==> config.mk <==
export PLATFORM = sky130hd
export DESIGN_NAME = power_mode_sequencer
export DESIGN_NICKNAME = d
export VERILOG_FILES = /design/src/power_mode_pkg.sv /design/src/pin_sync.sv /design/src/power_mode_sequencer.sv
export SDC_FILE = /design/constraint.sdc
export NUM_CORES = 1
export LEC_CHECK = 0
export ABC_AREA = 1
export CAP_MARGIN = 20
export CORE_ASPECT_RATIO = 0.9
export CORE_MARGIN = 5
export CORE_UTILIZATION = 30
export CTS_CLUSTER_DIAMETER = 200
export DETAILED_ROUTE_END_ITERATION = 8
export DONT_BUFFER_PORTS = 1
export GPL_ROUTABILITY_DRIVEN = 0
export PLACE_DENSITY = 0.52
export SLEW_MARGIN = 20
export SYNTH_ARGS = -nofsm -noshare
export SYNTH_HDL_FRONTEND = slang
export SYNTH_SLANG_ARGS = --single-unit
export TNS_END_PERCENT = 10
==> constraint.sdc <==
create_clock -name ref_clk_i -period 1.26 [get_ports ref_clk_i]
set_input_delay 0.378 -clock ref_clk_i [delete_from_list [all_inputs] [get_ports ref_clk_i]]
set_output_delay 0.378 -clock ref_clk_i [all_outputs]
set_load 0.02 [all_outputs]
==> src/power_mode_pkg.sv <==
// shared constants, state codes and carrier structs of the power-mode sequencer
package power_mode_pkg;

  localparam int unsigned NUM_ENV    = 2;  // independent execution environments
  localparam int unsigned IRQ_W      = 8;  // interrupt request lines
  localparam int unsigned IRQ_IDX_W  = 3;  // index width of one request line
  localparam int unsigned NUM_PERIPH = 8;  // gated peripherals
  localparam int unsigned PIN_W      = 4;  // synchronised pins
  localparam int unsigned ENV_IDX_W  = 1;  // index width of one environment

  // interrupt line that carries the time-slice switch between environments
  localparam logic [IRQ_IDX_W-1:0] SLICE_IRQ_IDX = 3'h0;
  // owning environment of each interrupt line (bit i set: line i belongs to env 1)
  localparam logic [IRQ_W-1:0]     IRQ_ENV_MAP   = 8'hF0;
  localparam logic [ENV_IDX_W-1:0] ENV_FIRST     = 1'h0;
  localparam logic [ENV_IDX_W-1:0] ENV_LAST      = 1'h1;
  localparam logic [ENV_IDX_W-1:0] ENV_STEP      = 1'h1;
  // idle level of the active-low pins after reset
  localparam logic [PIN_W-1:0]     PIN_IDLE      = 4'hF;

  // operating modes
  typedef enum logic [2:0] {
    MODE_RUN     = 3'h0,  // core clocked, executing
    MODE_IDLE    = 3'h1,  // core clock off, peripherals on
    MODE_PD_RTN  = 3'h2,  // environments run their shutdown routines
    MODE_PD_STOP = 3'h3,  // global clock off, memory kept
    MODE_STANDBY = 3'h4   // core and peripheral clocks off
  } mode_t;

  // active-low external pins after synchronisation
  typedef struct packed {
    logic warn_n;   // power_down_warning_n
    logic wake_n;   // wakeup_pin_n
    logic warm_n;   // warm_reset_n
    logic cold_n;   // cold_reset_n
  } pins_t;

  // dispatch announcement on idle exit
  typedef struct packed {
    logic                 valid;  // one-cycle pulse
    logic [ENV_IDX_W-1:0] env;    // environment to resume
    logic [IRQ_IDX_W-1:0] irq;    // line that woke the core
    logic                 slice;  // woken by the slice switch
  } dispatch_t;

  // clock gate enables, changed only while the clock is low
  typedef struct packed {
    logic                  core_en;
    logic                  global_en;
    logic [NUM_PERIPH-1:0] periph_en;
  } gate_t;

endpackage : power_mode_pkg

==> src/pin_sync.sv <==
// three-stage synchroniser with agreement filter for the active-low pins
`timescale 1ns/1ps
`default_nettype none
module pin_sync
  import power_mode_pkg::*;
(
  input  wire logic  ref_clk_i,  // core reference clock
  input  wire logic  nrst_i,     // async reset, active low
  input  wire pins_t pins_i,     // raw pins
  output pins_t      pins_o      // filtered, registered levels
);

  // all synchroniser state in one struct
  typedef struct packed {
    pins_t s1;   // first stage, read only by s2
    pins_t s2;   // second stage
    pins_t s3;   // third stage
    pins_t out;  // accepted level
  } sync_t;

  sync_t st_r;   // registered state
  sync_t st_nxt; // next state

  // shift chain; a change counts once stages two and three agree
  always_comb begin
    st_nxt    = st_r;
    st_nxt.s1 = pins_i;
    st_nxt.s2 = st_r.s1;
    st_nxt.s3 = st_r.s2;
    for (int i = 0; i < PIN_W; i++) begin
      if (st_r.s2[i] == st_r.s3[i]) begin  // stable: accept
        st_nxt.out[i] = st_r.s3[i];
      end
    end
  end

  // state register, pins idle high at reset
  always_ff @(posedge ref_clk_i or negedge nrst_i) begin
    if (!nrst_i) begin
      st_r <= '{s1: PIN_IDLE, s2: PIN_IDLE, s3: PIN_IDLE, out: PIN_IDLE};
    end else begin
      st_r <= st_nxt;
    end
  end

  assign pins_o = st_r.out;

endmodule : pin_sync
`default_nettype wire

==> src/power_mode_sequencer.sv <==
// power-mode sequencer: idle, power-down, standby and peripheral clock gating
// Function
// - idle entered when no thread is runnable
// - core clock gated off while idle
// - unmasked interrupt restarts core, ends idle
// - idle exit announces requesting thread environment
// - enabled peripherals stay clocked during idle
// - warning pin low starts power-down sequence from run or idle
// - every environment runs its shutdown routine
// - finally stop global clock, memory kept
// - standby instruction stops core, peripheral clocks
// - wake pin low restores clocks from standby
// - standby exit resumes without any reset
// - each peripheral gated individually when unused
// - cold reset is full reset, open-collector
// - wake pin only leaves standby mode
`timescale 1ns/1ps
`default_nettype none
module power_mode_sequencer
  import power_mode_pkg::*;
(
  input  wire logic                  ref_clk_i,              // free-running clock
  input  wire logic                  nrst_i,                 // async reset, active low
  input  wire logic                  power_down_warning_n_i, // supply warning pin
  input  wire logic                  wakeup_pin_n_i,         // standby wake pin
  input  wire logic                  warm_reset_n_i,         // warm reset pin
  input  wire logic                  cold_reset_n_i,         // cold reset pin level
  output logic                       cold_reset_n_o,         // cold reset drive value
  output logic                       cold_reset_n_oe_o,      // cold reset drive enable
  input  wire logic                  test_reset_req_i,       // test port system reset
  input  wire logic                  run_queue_empty_i,      // no runnable thread
  input  wire logic [IRQ_W-1:0]      irq_req_i,              // interrupt requests
  input  wire logic [IRQ_W-1:0]      irq_mask_i,             // 1 masks a line
  input  wire logic                  standby_instr_i,        // standby instruction pulse
  output logic [NUM_ENV-1:0]         pd_routine_req_o,       // run shutdown routine
  input  wire logic [NUM_ENV-1:0]    pd_routine_done_i,      // shutdown routine done
  input  wire logic [NUM_PERIPH-1:0] periph_low_power_i,     // 1 parks a peripheral
  output logic                       dispatch_valid_o,       // idle exit pulse
  output logic [ENV_IDX_W-1:0]       dispatch_env_o,         // environment to resume
  output logic [IRQ_IDX_W-1:0]       dispatch_irq_o,         // waking line
  output logic                       dispatch_slice_o,       // woken by slice switch
  output logic                       warm_resume_o,          // warm restart pulse
  output logic                       cold_restart_o,         // full reset pulse
  output logic                       core_clk_en_o,          // core clock gate enable
  output logic                       global_clk_en_o,        // global clock gate enable
  output logic [NUM_PERIPH-1:0]      periph_clk_en_o,        // peripheral gate enables
  output mode_t                      mode_o                  // current mode
);

  // lowest unmasked pending line
  function automatic logic [IRQ_IDX_W-1:0] first_irq(input logic [IRQ_W-1:0] v);
    logic [IRQ_IDX_W-1:0] idx;
    idx = '0;
    for (int i = IRQ_W - 1; i >= 0; i--) begin
      if (v[i]) begin
        idx = IRQ_IDX_W'(i);
      end
    end
    return idx;
  endfunction : first_irq

  // all sequencer state except the gate enables
  typedef struct packed {
    mode_t                mode;      // operating mode
    logic [ENV_IDX_W-1:0] env_idx;   // environment in shutdown
    logic [NUM_ENV-1:0]   pd_req;    // shutdown routine request
    dispatch_t            disp;      // dispatch announcement
    logic                 warn_prev; // previous warning level
    logic                 warm_res;  // warm restart pulse
    logic                 cold_res;  // full reset pulse
    logic                 cold_drv;  // pull cold reset low
  } state_t;

  state_t             st_r;        // registered state
  state_t             st_nxt;      // next state
  gate_t              gate_r;      // gate enables, falling edge
  gate_t              gate_nxt;    // next gate enables
  pins_t              pins_raw;    // raw pins
  pins_t              pins_s;      // synchronised pins
  logic [IRQ_W-1:0]   irq_live;    // unmasked pending lines
  logic [IRQ_IDX_W-1:0] irq_sel;   // chosen line
  logic               warn_fall;   // warning asserted now

  // pins pass the synchroniser on the free clock, so wake works when gated
  assign pins_raw = '{warn_n: power_down_warning_n_i, wake_n: wakeup_pin_n_i,
                      warm_n: warm_reset_n_i,         cold_n: cold_reset_n_i};

  // synchroniser for the external pins
  pin_sync u_pin_sync (
    .ref_clk_i (ref_clk_i),
    .nrst_i    (nrst_i),
    .pins_i    (pins_raw),
    .pins_o    (pins_s)
  );

  assign irq_live  = irq_req_i & ~irq_mask_i;
  assign irq_sel   = first_irq(irq_live);
  assign warn_fall = st_r.warn_prev && !pins_s.warn_n;

  // mode sequencing
  always_comb begin
    st_nxt            = st_r;
    st_nxt.disp.valid = 1'b0;
    st_nxt.warm_res   = 1'b0;
    st_nxt.cold_res   = 1'b0;
    st_nxt.warn_prev  = pins_s.warn_n;
    st_nxt.cold_drv   = test_reset_req_i;
    unique case (st_r.mode)
      MODE_RUN: begin
        if (warn_fall) begin
          st_nxt.mode    = MODE_PD_RTN;
          st_nxt.env_idx = ENV_FIRST;
          st_nxt.pd_req  = '0;
          st_nxt.pd_req[ENV_FIRST] = 1'b1;
        end else if (standby_instr_i) begin
          st_nxt.mode = MODE_STANDBY;
        end else if (run_queue_empty_i && (irq_live == '0)) begin
          st_nxt.mode = MODE_IDLE;
        end
      end
      MODE_IDLE: begin
        if (warn_fall) begin
          st_nxt.mode    = MODE_PD_RTN;
          st_nxt.env_idx = ENV_FIRST;
          st_nxt.pd_req  = '0;
          st_nxt.pd_req[ENV_FIRST] = 1'b1;
        end else if (irq_live != '0) begin
          st_nxt.mode       = MODE_RUN;
          st_nxt.disp.valid = 1'b1;
          st_nxt.disp.irq   = irq_sel;
          st_nxt.disp.env   = ENV_IDX_W'(IRQ_ENV_MAP[irq_sel]);
          st_nxt.disp.slice = (irq_sel == SLICE_IRQ_IDX);
        end
      end
      MODE_PD_RTN: begin
        // one environment at a time, request held until done
        if (pd_routine_done_i[st_r.env_idx]) begin
          st_nxt.pd_req = '0;
          if (st_r.env_idx == ENV_LAST) begin
            st_nxt.mode = MODE_PD_STOP;
          end else begin
            st_nxt.env_idx = st_r.env_idx + ENV_STEP;
            st_nxt.pd_req[st_r.env_idx + ENV_STEP] = 1'b1;
          end
        end
      end
      MODE_PD_STOP: begin
        // memory kept alive; only a reset pin leaves
        if (!pins_s.warm_n) begin
          st_nxt.mode     = MODE_RUN;
          st_nxt.warm_res = 1'b1;
        end
      end
      MODE_STANDBY: begin
        // wake pin or cold reset pin leaves; wake signals no restart
        if (!pins_s.wake_n) begin
          st_nxt.mode = MODE_RUN;
        end
      end
      default: begin
        st_nxt.mode = MODE_RUN;  // illegal code recovers
      end
    endcase
    // cold reset pin overrides every mode
    if (!pins_s.cold_n) begin
      st_nxt.mode     = MODE_RUN;
      st_nxt.pd_req   = '0;
      st_nxt.env_idx  = ENV_FIRST;
      st_nxt.disp     = '0;
      // pulse stands for every cycle the synced pin stays low
      st_nxt.cold_res = 1'b1;
    end
  end

  // sequencer register
  always_ff @(posedge ref_clk_i or negedge nrst_i) begin
    if (!nrst_i) begin
      st_r <= '{mode: MODE_RUN, env_idx: ENV_FIRST, pd_req: '0, disp: '0,
                warn_prev: 1'b1, warm_res: 1'b0, cold_res: 1'b0, cold_drv: 1'b0};
    end else begin
      st_r <= st_nxt;
    end
  end

  // gate enables from the mode
  always_comb begin
    gate_nxt           = gate_r;
    gate_nxt.core_en   = (st_r.mode == MODE_RUN) || (st_r.mode == MODE_PD_RTN);
    gate_nxt.global_en = (st_r.mode != MODE_PD_STOP) && (st_r.mode != MODE_STANDBY);
    // idle leaves peripheral clocks alone; each can be parked
    gate_nxt.periph_en = gate_nxt.global_en ? ~periph_low_power_i : '0;
  end

  // enables move on the falling edge, while the gated clock is low
  always_ff @(negedge ref_clk_i or negedge nrst_i) begin
    if (!nrst_i) begin
      gate_r <= '{core_en: 1'b1, global_en: 1'b1, periph_en: '0};
    end else begin
      gate_r <= gate_nxt;
    end
  end

  // outputs straight from flip-flops, except cold_reset_n_o which is tied low
  assign mode_o            = st_r.mode;
  assign pd_routine_req_o  = st_r.pd_req;
  assign dispatch_valid_o  = st_r.disp.valid;
  assign dispatch_env_o    = st_r.disp.env;
  assign dispatch_irq_o    = st_r.disp.irq;
  assign dispatch_slice_o  = st_r.disp.slice;
  assign warm_resume_o     = st_r.warm_res;
  assign cold_restart_o    = st_r.cold_res;
  assign cold_reset_n_o    = 1'b0;  // open collector: only ever pulls low
  assign cold_reset_n_oe_o = st_r.cold_drv;
  assign core_clk_en_o     = gate_r.core_en;
  assign global_clk_en_o   = gate_r.global_en;
  assign periph_clk_en_o   = gate_r.periph_en;

endmodule : power_mode_sequencer
`default_nettype wire

# ---- Word level (Yosys, flattened, before mapping)
# Memories as Yosys holds them, arrays and structs flattened.
# Cells that the tools add are included.
# W data, S select, Z words.
dict set report word_totals {
  word_cells 108
  out_inout_bits 25
  ramBits 0
  n_memories 1
  latch_bits 0
  ff_bits 42
  romBits 8
  inputBits 35
}
# memory depth word_bits read_ports rd_clocked_by_memory_dff write_ports line_no
set memory_table {}
lappend memory_table {{(name not given)} 8 1 1 0 0 power_mode_sequencer.sv:131} ;# st_nxt.disp.env = ENV_IDX_W'(IRQ_ENV_MAP[irq_sel]);
dict set report classes {
  eq_ne 21
  n_mux 34
  shifts 0
  bitwise 3
  mul 0
  div_mod_pow 0
  reduce_logical 14
  n_addsub 1
  order_cmp 4
}
# cell n
set ops {}
lappend ops {{$mux W3} 18}
lappend ops {{$mux W6} 4}
lappend ops {{$ne A3 B3 Y1 const B} 7}
lappend ops {{$not A8 Y8} 2}
lappend ops {{$pmux W3 S5} 1}
lappend ops {{$mux W12} 1}
lappend ops {{$and A8 B8 Y8} 1}
lappend ops {{$logic_not A8 Y1} 1}
lappend ops {{$mux W8} 1}
lappend ops {{$reduce_bool A8 Y1} 1}
lappend ops {{$mux W1} 7}
lappend ops {{$eq A3 B2 Y1 const B} 2}
lappend ops {{$logic_not A3 Y1} 2}
lappend ops {{$ne A2 B2 Y1 const B} 3}
lappend ops {{$pmux W3 S2} 1}
lappend ops {{$reduce_and A3 Y1} 2}
lappend ops {{$reduce_and A6 Y1} 1}
lappend ops {{$ne A5 B5 Y1 const B} 1}
lappend ops {{$eq A1 B1 Y1} 4}
lappend ops {{$logic_and A1 B1 Y1} 4}
lappend ops {{$lt A1 B2 Y1 const B} 2}
lappend ops {{$lt A3 B4 Y1 const B} 1}
lappend ops {{$ne A4 B4 Y1 const B} 1}
lappend ops {{$eq A3 B1 Y1 const B} 1}
lappend ops {{other kinds (8)} 8}

# ---- Longest topological paths before layout
# Gate-level depths: netlist of the first run.
dict set report depth {
  ltp_word 16
  depth_mapped 10
  depth_no_buf 10
}

# ---- By module
# A second synthesis of the first run with hierarchy kept.
dict set report hier_totals {
  hier_cells 190
  area_unflattened_um2 1762.9
}
# mod seq_area_each_um2 cells_per_inst area_each_um2 n_inst
set modules_own_cells {}
lappend modules_own_cells {power_mode_sequencer 629.4 154 1247.4 1}
lappend modules_own_cells {pin_sync 420.4 36 515.5 1}

==> impl_metrics.env, run 1 <==
export IMPL_hp_class="in2reg"
export IMPL_cts_tree="yes"
export IMPL_grt_pass1_vias=1241
export IMPL_fillCellCount=517
export IMPL_io_pins=60
export IMPL_synth_edf_count=0
export IMPL_grt_pass1_wl_um=5900
export IMPL_syn_avg_cell_area_um2=10.1
export IMPL_clockBufferDepth=2
export IMPL_io_buffers=0
export IMPL_vias_per_cell=4.56
export IMPL_drt_pass1_iterations=4
export IMPL_die_x_um=89.0
export IMPL_arrival_ps=1550
export IMPL_clk_pin_slew_ps=80
export IMPL_p_sw_mw=1.29
export IMPL_cts_sinks=41
export IMPL_setup_viol=33
export IMPL_vias=1145
export IMPL_min_from="wakeup_pin_n_i"
export IMPL_layout_drive_gt1_share_pct=42.9
export IMPL_p_leak_nw=0.969
export IMPL_grt_start_max_net_pins=32
export IMPL_violations="negative setup slack"
export IMPL_rsz0062_at_grt="true"
export IMPL_ys_seq_elements=41
export IMPL_seq_area_frac_synth_pct=62.4
export IMPL_switching_share_pct=34.8
export IMPL_initial_core_util_pct=31.5
export IMPL_synth_top_area_share_pct=29.7
export IMPL_rows=25
export IMPL_final_area_um2=2060
export IMPL_clockRootBuffer="clkbuf_8"
export IMPL_cp_start_kind="flop"
export IMPL_core_area_um2=5350
export IMPL_htree_levels=2
export IMPL_ys_types=22
export IMPL_pwr_share_seq_pct=49.1
export IMPL_outcome="finished with violations"
export IMPL_dp_hpwl_um=2750
export IMPL_synthesis_area_um2=1680
export IMPL_holdWs_ps=72.0
export IMPL_insertion_delay_ps=350
export IMPL_maxCapViolations=0
export IMPL_synthFlopType="dfstp_2"
export IMPL_cts_buffers=5
export IMPL_die_area_um2=7210
export IMPL_yosys_warnings=0
export IMPL_crit_path_end_kind="output pin"
export IMPL_critPathKind="reg2out"
export IMPL_synth_area_leader_cell="dfstp_2"
export IMPL_hold_viol_final=0
export IMPL_num_antenna_cells=0
export IMPL_vdd_drop_max_uv=727
export IMPL_grt_ovfl_total=0
export IMPL_track_usage_pct=11.1
export IMPL_syn_nets=201
export IMPL_tns_ps=-9790
export IMPL_p_int_mw=2.42
export IMPL_pwr_share_comb_pct=24.2
export IMPL_setup_ws_ps=-666
export IMPL_synthTopCellsByCount="nand2_1 (32), inv_1 (21), dfstp_2 (19)"
export IMPL_powerDensity_nw_per_um2=1800
export IMPL_die_h_um=81.1
export IMPL_ant_nets=0
export IMPL_crit_fanout=1
export IMPL_startpoint="core_clk_en_o$_DFF_NN1_"
export IMPL_yosysMostFrequentCell="nand2_1"
export IMPL_power_mw=3.70
export IMPL_area_growth_synth_to_final_pct=22.3
export IMPL_antenna_found_initial=0
export IMPL_synth_cells=166
export IMPL_drtIter0Drc=68
export IMPL_drc=0
export IMPL_clock_power_share_pct=26.7
export IMPL_async_flop_share_pct=100
export IMPL_fin_skew_ps=56.1
export IMPL_post_drt_wl_per_cell_um=15.1
export IMPL_place_area_um2=1830
export IMPL_worstPathRequired_ps=880
export IMPL_nets=218
export IMPL_slew_violations=0
export IMPL_ys_top_cells_by_area="dfstp_2 (30%), dfrtp_1 (21%), dfrtn_1 (12%)"
export IMPL_r2r_start="mode_o[1]$_DFFE_PN0P_"
export IMPL_routed_wirelength_um=3780
## routing by layer
layer	wire length [um]	vias up	track usage (%)	part of all wire [%]
met4	123	0	6.10	3.3
met1	1320	539	11.4	35
met2	1920	46	18.1	51
li1	-	547	-	-
met5	0	-	0	0
met3	423	13	5.78	11
## stage by stage
stage / utilization [%] / setup WS, ps / cells
6_report: 38.5 / -666 / 251
5_1_grt: 38.5 / -697 / 251
4_1_cts: 37.5 / -677 / 251
3_5_place_dp: 34.2 / -395 / 240
3_3_place_gp: 34.2 / -351 / 240
2_1_floorplan: - / -352 / 166
## what timing repair did
item	in CTS	in global routing
setup buffers	0	0
pin swaps	3	1
resized for setup	11	15
hold endpoints to repair	31	0
hold buffers	2	0
endpoints found under the setup margin	33	34
## cell type report
cell class | count | area (um^2) | share of cell area [%]
Tap cell | 67 | 83.8 | 4.07
Multi-Input combinational cell | 93 | 563 | 27.4
Timing Repair Buffer | 19 | 169 | 8.21
Clock buffer | 7 | 97.6 | 4.74
Inverter | 21 | 81.3 | 3.95
Sequential cell | 41 | 1050 | 51.1
Clock inverter | 3 | 12.5 | 0.608
## logic make-up (layout without fill, tap and decap cells)
kind of cell	after synthesis	count (layout)	synth area share, %
DFF	41	41	62.4
buffers and inverters	32	50	9.37
AOI/OAI and AO/OA	10	10	4.16
adders and majority gates	4	4	2.38
other	1	1	0.223
and+or+nand+nor	78	78	21.5
## layout by cell type, fill, tap and decap left out, types with 2 or more instances in the layout
cell / synthesis / routed
o21ai_2: 4 / 4
maj3_1: 4 / 4
nor2_2: 5 / 3
dfstp_2: 19 / 19
nor2_1: 15 / 13
nand3_1: 11 / 9
dfrtn_1: 8 / 8
nand2_2: 6 / 7
dfrtp_1: 14 / 13
buf_4: 10 / 14
nand3_2: 1 / 2
inv_1: 21 / 18
nand2_4: 0 / 3
o21ai_0: 2 / 2
nand4_1: 4 / 4
a21oi_1: 2 / 2
nand2_1: 32 / 28
buf_6: 0 / 3
nor3_2: 0 / 3
inv_2: 1 / 4
clkbuf_8: 0 / 5
nor2_4: 1 / 5
## worst paths after layout
path | slack (ps) | cells past startpoint | end
setup reg to reg | -390 | 4 | periph_clk_en_o[7]$_DFF_NN0_
setup / recovery | -670 | 0 | core_clk_en_o
hold / removal | 70 | 0 | u_pin_sync.st_nxt[10]$_DFF_PN1_
hold reg to reg | 360 | 0 | u_pin_sync.st_nxt[7]$_DFF_PN1_
max in group asynchronous | 500 | 2 | st_r[3]$_DFF_PN1_
min in group asynchronous | 290 | 0 | periph_clk_en_o[7]$_DFF_NN0_
## registers in the layout, indices dropped and copies added (netlist names)
name / flops
u_pin_sync.pins_o: 4
dispatch_valid_o: 1
dispatch_slice_o: 1
cold_restart_o: 1
periph_clk_en_o: 8
st_r: 2
pd_routine_req_o: 2
warm_resume_o: 1
u_pin_sync.st_nxt: 8
u_pin_sync.st_r: 4
mode_o: 3
global_clk_en_o: 1
dispatch_irq_o: 2
dispatch_env_o: 1
cold_reset_n_oe_o: 1
core_clk_en_o: 1
## power groups by stage
stage               sequential, mW  clock [mW]  combinational [mW]
floorplan                     1.78      0.0149               0.562
global placement              1.83      0.0149               0.685
detailed placement            1.84      0.0149               0.722
CTS                           1.82        1.02               0.822
global route                  1.84        1.07               0.996
finish                        1.82       0.991               0.896
Power figures use the tool's default switching activity.
==> inputs of run 2 (changes only) <==
--- a/config.mk
+++ b/config.mk
@@ -8,13 +8,12 @@
 export ABC_AREA = 1
 export CAP_MARGIN = 20
 export CORE_ASPECT_RATIO = 0.9
-export CORE_MARGIN = 5
-export CORE_UTILIZATION = 30
+export CORE_UTILIZATION = 55
 export CTS_CLUSTER_DIAMETER = 200
 export DETAILED_ROUTE_END_ITERATION = 8
 export DONT_BUFFER_PORTS = 1
 export GPL_ROUTABILITY_DRIVEN = 0
-export PLACE_DENSITY = 0.52
+export PLACE_DENSITY = 0.8
 export SLEW_MARGIN = 20
 export SYNTH_ARGS = -nofsm -noshare
 export SYNTH_HDL_FRONTEND = slang
==> run 2 against run 1 <==
Compared with the run above:
- the run still ends with negative setup slack left
- die area down 54%
- via count increased by 6.6%
- non-clock buffer count stayed put
- global-route usage up 13 points
- register-to-register slack lost 50 ps
- cell count fell by 11%
- worst setup slack got worse by 44 ps
- power down 4.4%
- design area is 3.6% lower
- clock-buffer cell count down 1
- first-iteration DRC count rose by 8.8%
- clock skew decreased by 8.6 ps
- highest routed layer unchanged
==> impl_metrics.env, run 2 (synthesis results as in run 1) <==
export IMPL_outcome="finished with violations"
export IMPL_violations="negative setup slack"
export IMPL_setup_ws_ps=-710
export IMPL_initial_core_util_pct=59.8
export IMPL_arrival_ps=1590
export IMPL_core_area_um2=2820
export IMPL_grt_start_max_net_pins=32
export IMPL_track_usage_pct=24.0
export IMPL_clockRootBuffer="clkbuf_4"
export IMPL_place_area_um2=1760
export IMPL_wl_met2_um=1840
export IMPL_io_buffers=0
export IMPL_mostFrequentLayoutCells="nand2_1 (30), dfstp_2 (19), inv_1 (18), nor2_1 (12), dfrtp_1 (12)"
export IMPL_layout_drive_gt1_share_pct=39.7
export IMPL_setup_viol=34
export IMPL_reg2reg_depth=4
export IMPL_drtIter0Drc=74
export IMPL_holdPathStages=0
export IMPL_ant_nets=0
export IMPL_nets=218
export IMPL_vias=1221
export IMPL_reg2reg_to="periph_clk_en_o[2]$_DFF_NN0_"
export IMPL_antenna_found_initial=0
export IMPL_r2r_start="mode_o[1]$_DFFE_PN0P_"
export IMPL_wl_met3_um=218
export IMPL_die_x_um=60.3
export IMPL_final_area_um2=1980
export IMPL_crit_path_end_kind="output pin"
export IMPL_maxCapViolations=0
export IMPL_post_drt_wl_per_cell_um=15.3
export IMPL_vias_per_cell=5.45
export IMPL_dp_hpwl_um=2300
export IMPL_r2r_setup_slack_ps=-440
export IMPL_slew_violations=0
export IMPL_insertion_delay_ps=390
export IMPL_clockBufferDepth=2
export IMPL_die_h_um=54.5
export IMPL_min_delay_worst_endpoint="cold_reset_n_oe_o$_DFF_PN0_"
export IMPL_vdd_drop_max_uv=983
export IMPL_num_antenna_cells=0
export IMPL_worstPathRequired_ps=880
export IMPL_post_cts_buffers=0
export IMPL_htree_levels=2
export IMPL_hp_class="in2reg"
export IMPL_die_area_um2=3290
export IMPL_layout_commonest_cell="nand2_1"
export IMPL_wl_met1_um=1320
export IMPL_cp_start_kind="flop"
export IMPL_rsz0062_at_grt="true"
export IMPL_drt_pass1_iterations=4
export IMPL_drc=0
export IMPL_rows=18
export IMPL_grt_ovfl_total=0
export IMPL_area_growth_synth_to_final_pct=17.9
export IMPL_critPathKind="reg2out"
export IMPL_clk_pin_slew_ps=110
export IMPL_cts_buffers=5
export IMPL_powerDensity_nw_per_um2=1780
export IMPL_p_leak_nw=0.946
export IMPL_fillCellCount=208
export IMPL_crit_fanout=1
export IMPL_hold_viol_final=0
export IMPL_cts_sinks=41
export IMPL_highest_layer="met4"
export IMPL_min_from="test_reset_req_i"
export IMPL_dp_slack_ps=-434
export IMPL_routed_wirelength_um=3420
export IMPL_fin_skew_ps=47.5
export IMPL_grt_pass1_wl_um=5510
export IMPL_io_pins=60
export IMPL_grt_pass1_vias=1230
export IMPL_cts_tree="yes"
-- run 2: final cells by class --
type                       instances  area, um^2  share of cell area (%)
clock inverter                     4        46.3                    2.33
clock buffer                       6        41.3                    2.08
timing repair buffer              19         183                    9.21
inverter                          21        78.8                    3.97
sequential                        41        1050                    53.0
tap                               40        50.0                    2.52
multi-input combinational         93         533                    26.9
-- run 2: how the worst max path moves through the flow --
stage | from | to | slack [ps] | depth (start not counted)
2_1_floorplan | mode_o[1]$_DFFE_PN0P_ | periph_clk_en_o[0]$_DFF_NN0_ | -350 | 4
3_3_place_gp | mode_o[1]$_DFFE_PN0P_ | periph_clk_en_o[7]$_DFF_NN0_ | -340 | 4
3_5_place_dp | mode_o[1]$_DFFE_PN0P_ | periph_clk_en_o[6]$_DFF_NN0_ | -430 | 4
4_1_cts | core_clk_en_o$_DFF_NN1_ | core_clk_en_o | -720 | 0
5_1_grt | global_clk_en_o$_DFF_NN1_ | global_clk_en_o | -760 | 0
6_report | core_clk_en_o$_DFF_NN1_ | core_clk_en_o | -710 | 0
-- run 2: metal layers --
metal	vias to the layer above	global-route usage [%]
met5	-	0
met2	66	40.8
met4	0	9.69
li1	550	-
met3	6	8.27
met1	599	27.7
-- run 2: what timing repair did --
| action | in CTS | in global routing |
|---|---|---|
| setup endpoints to repair | 34 | 34 |
| hold buffers | 6 | 0 |
| resized for setup | 11 | 11 |
| endpoints found under the hold margin | 35 | 0 |
| pin swaps | 4 | 3 |
-- run 2: power by group --
part	leakage, nW	switching, mW	internal (mW)
Clock	0.0531	0.450	0.431
Sequential	0.479	0.269	1.55
Combinational	0.414	0.515	0.327
-- run 2: through the flow --
stage	hold WS [ps]	setup TNS [ps]	utilization, %	total power [mW]	cells
finish	46.6	-11220	70.5	3.54	224
global route	4.59	-13000	70.5	3.72	224
CTS	28.5	-11060	69.3	3.50	224
detailed placement	83.2	-7820	62.7	2.53	209
global placement	83.1	-6580	62.7	2.48	209
floorplan	82.4	-5560	-	2.36	166
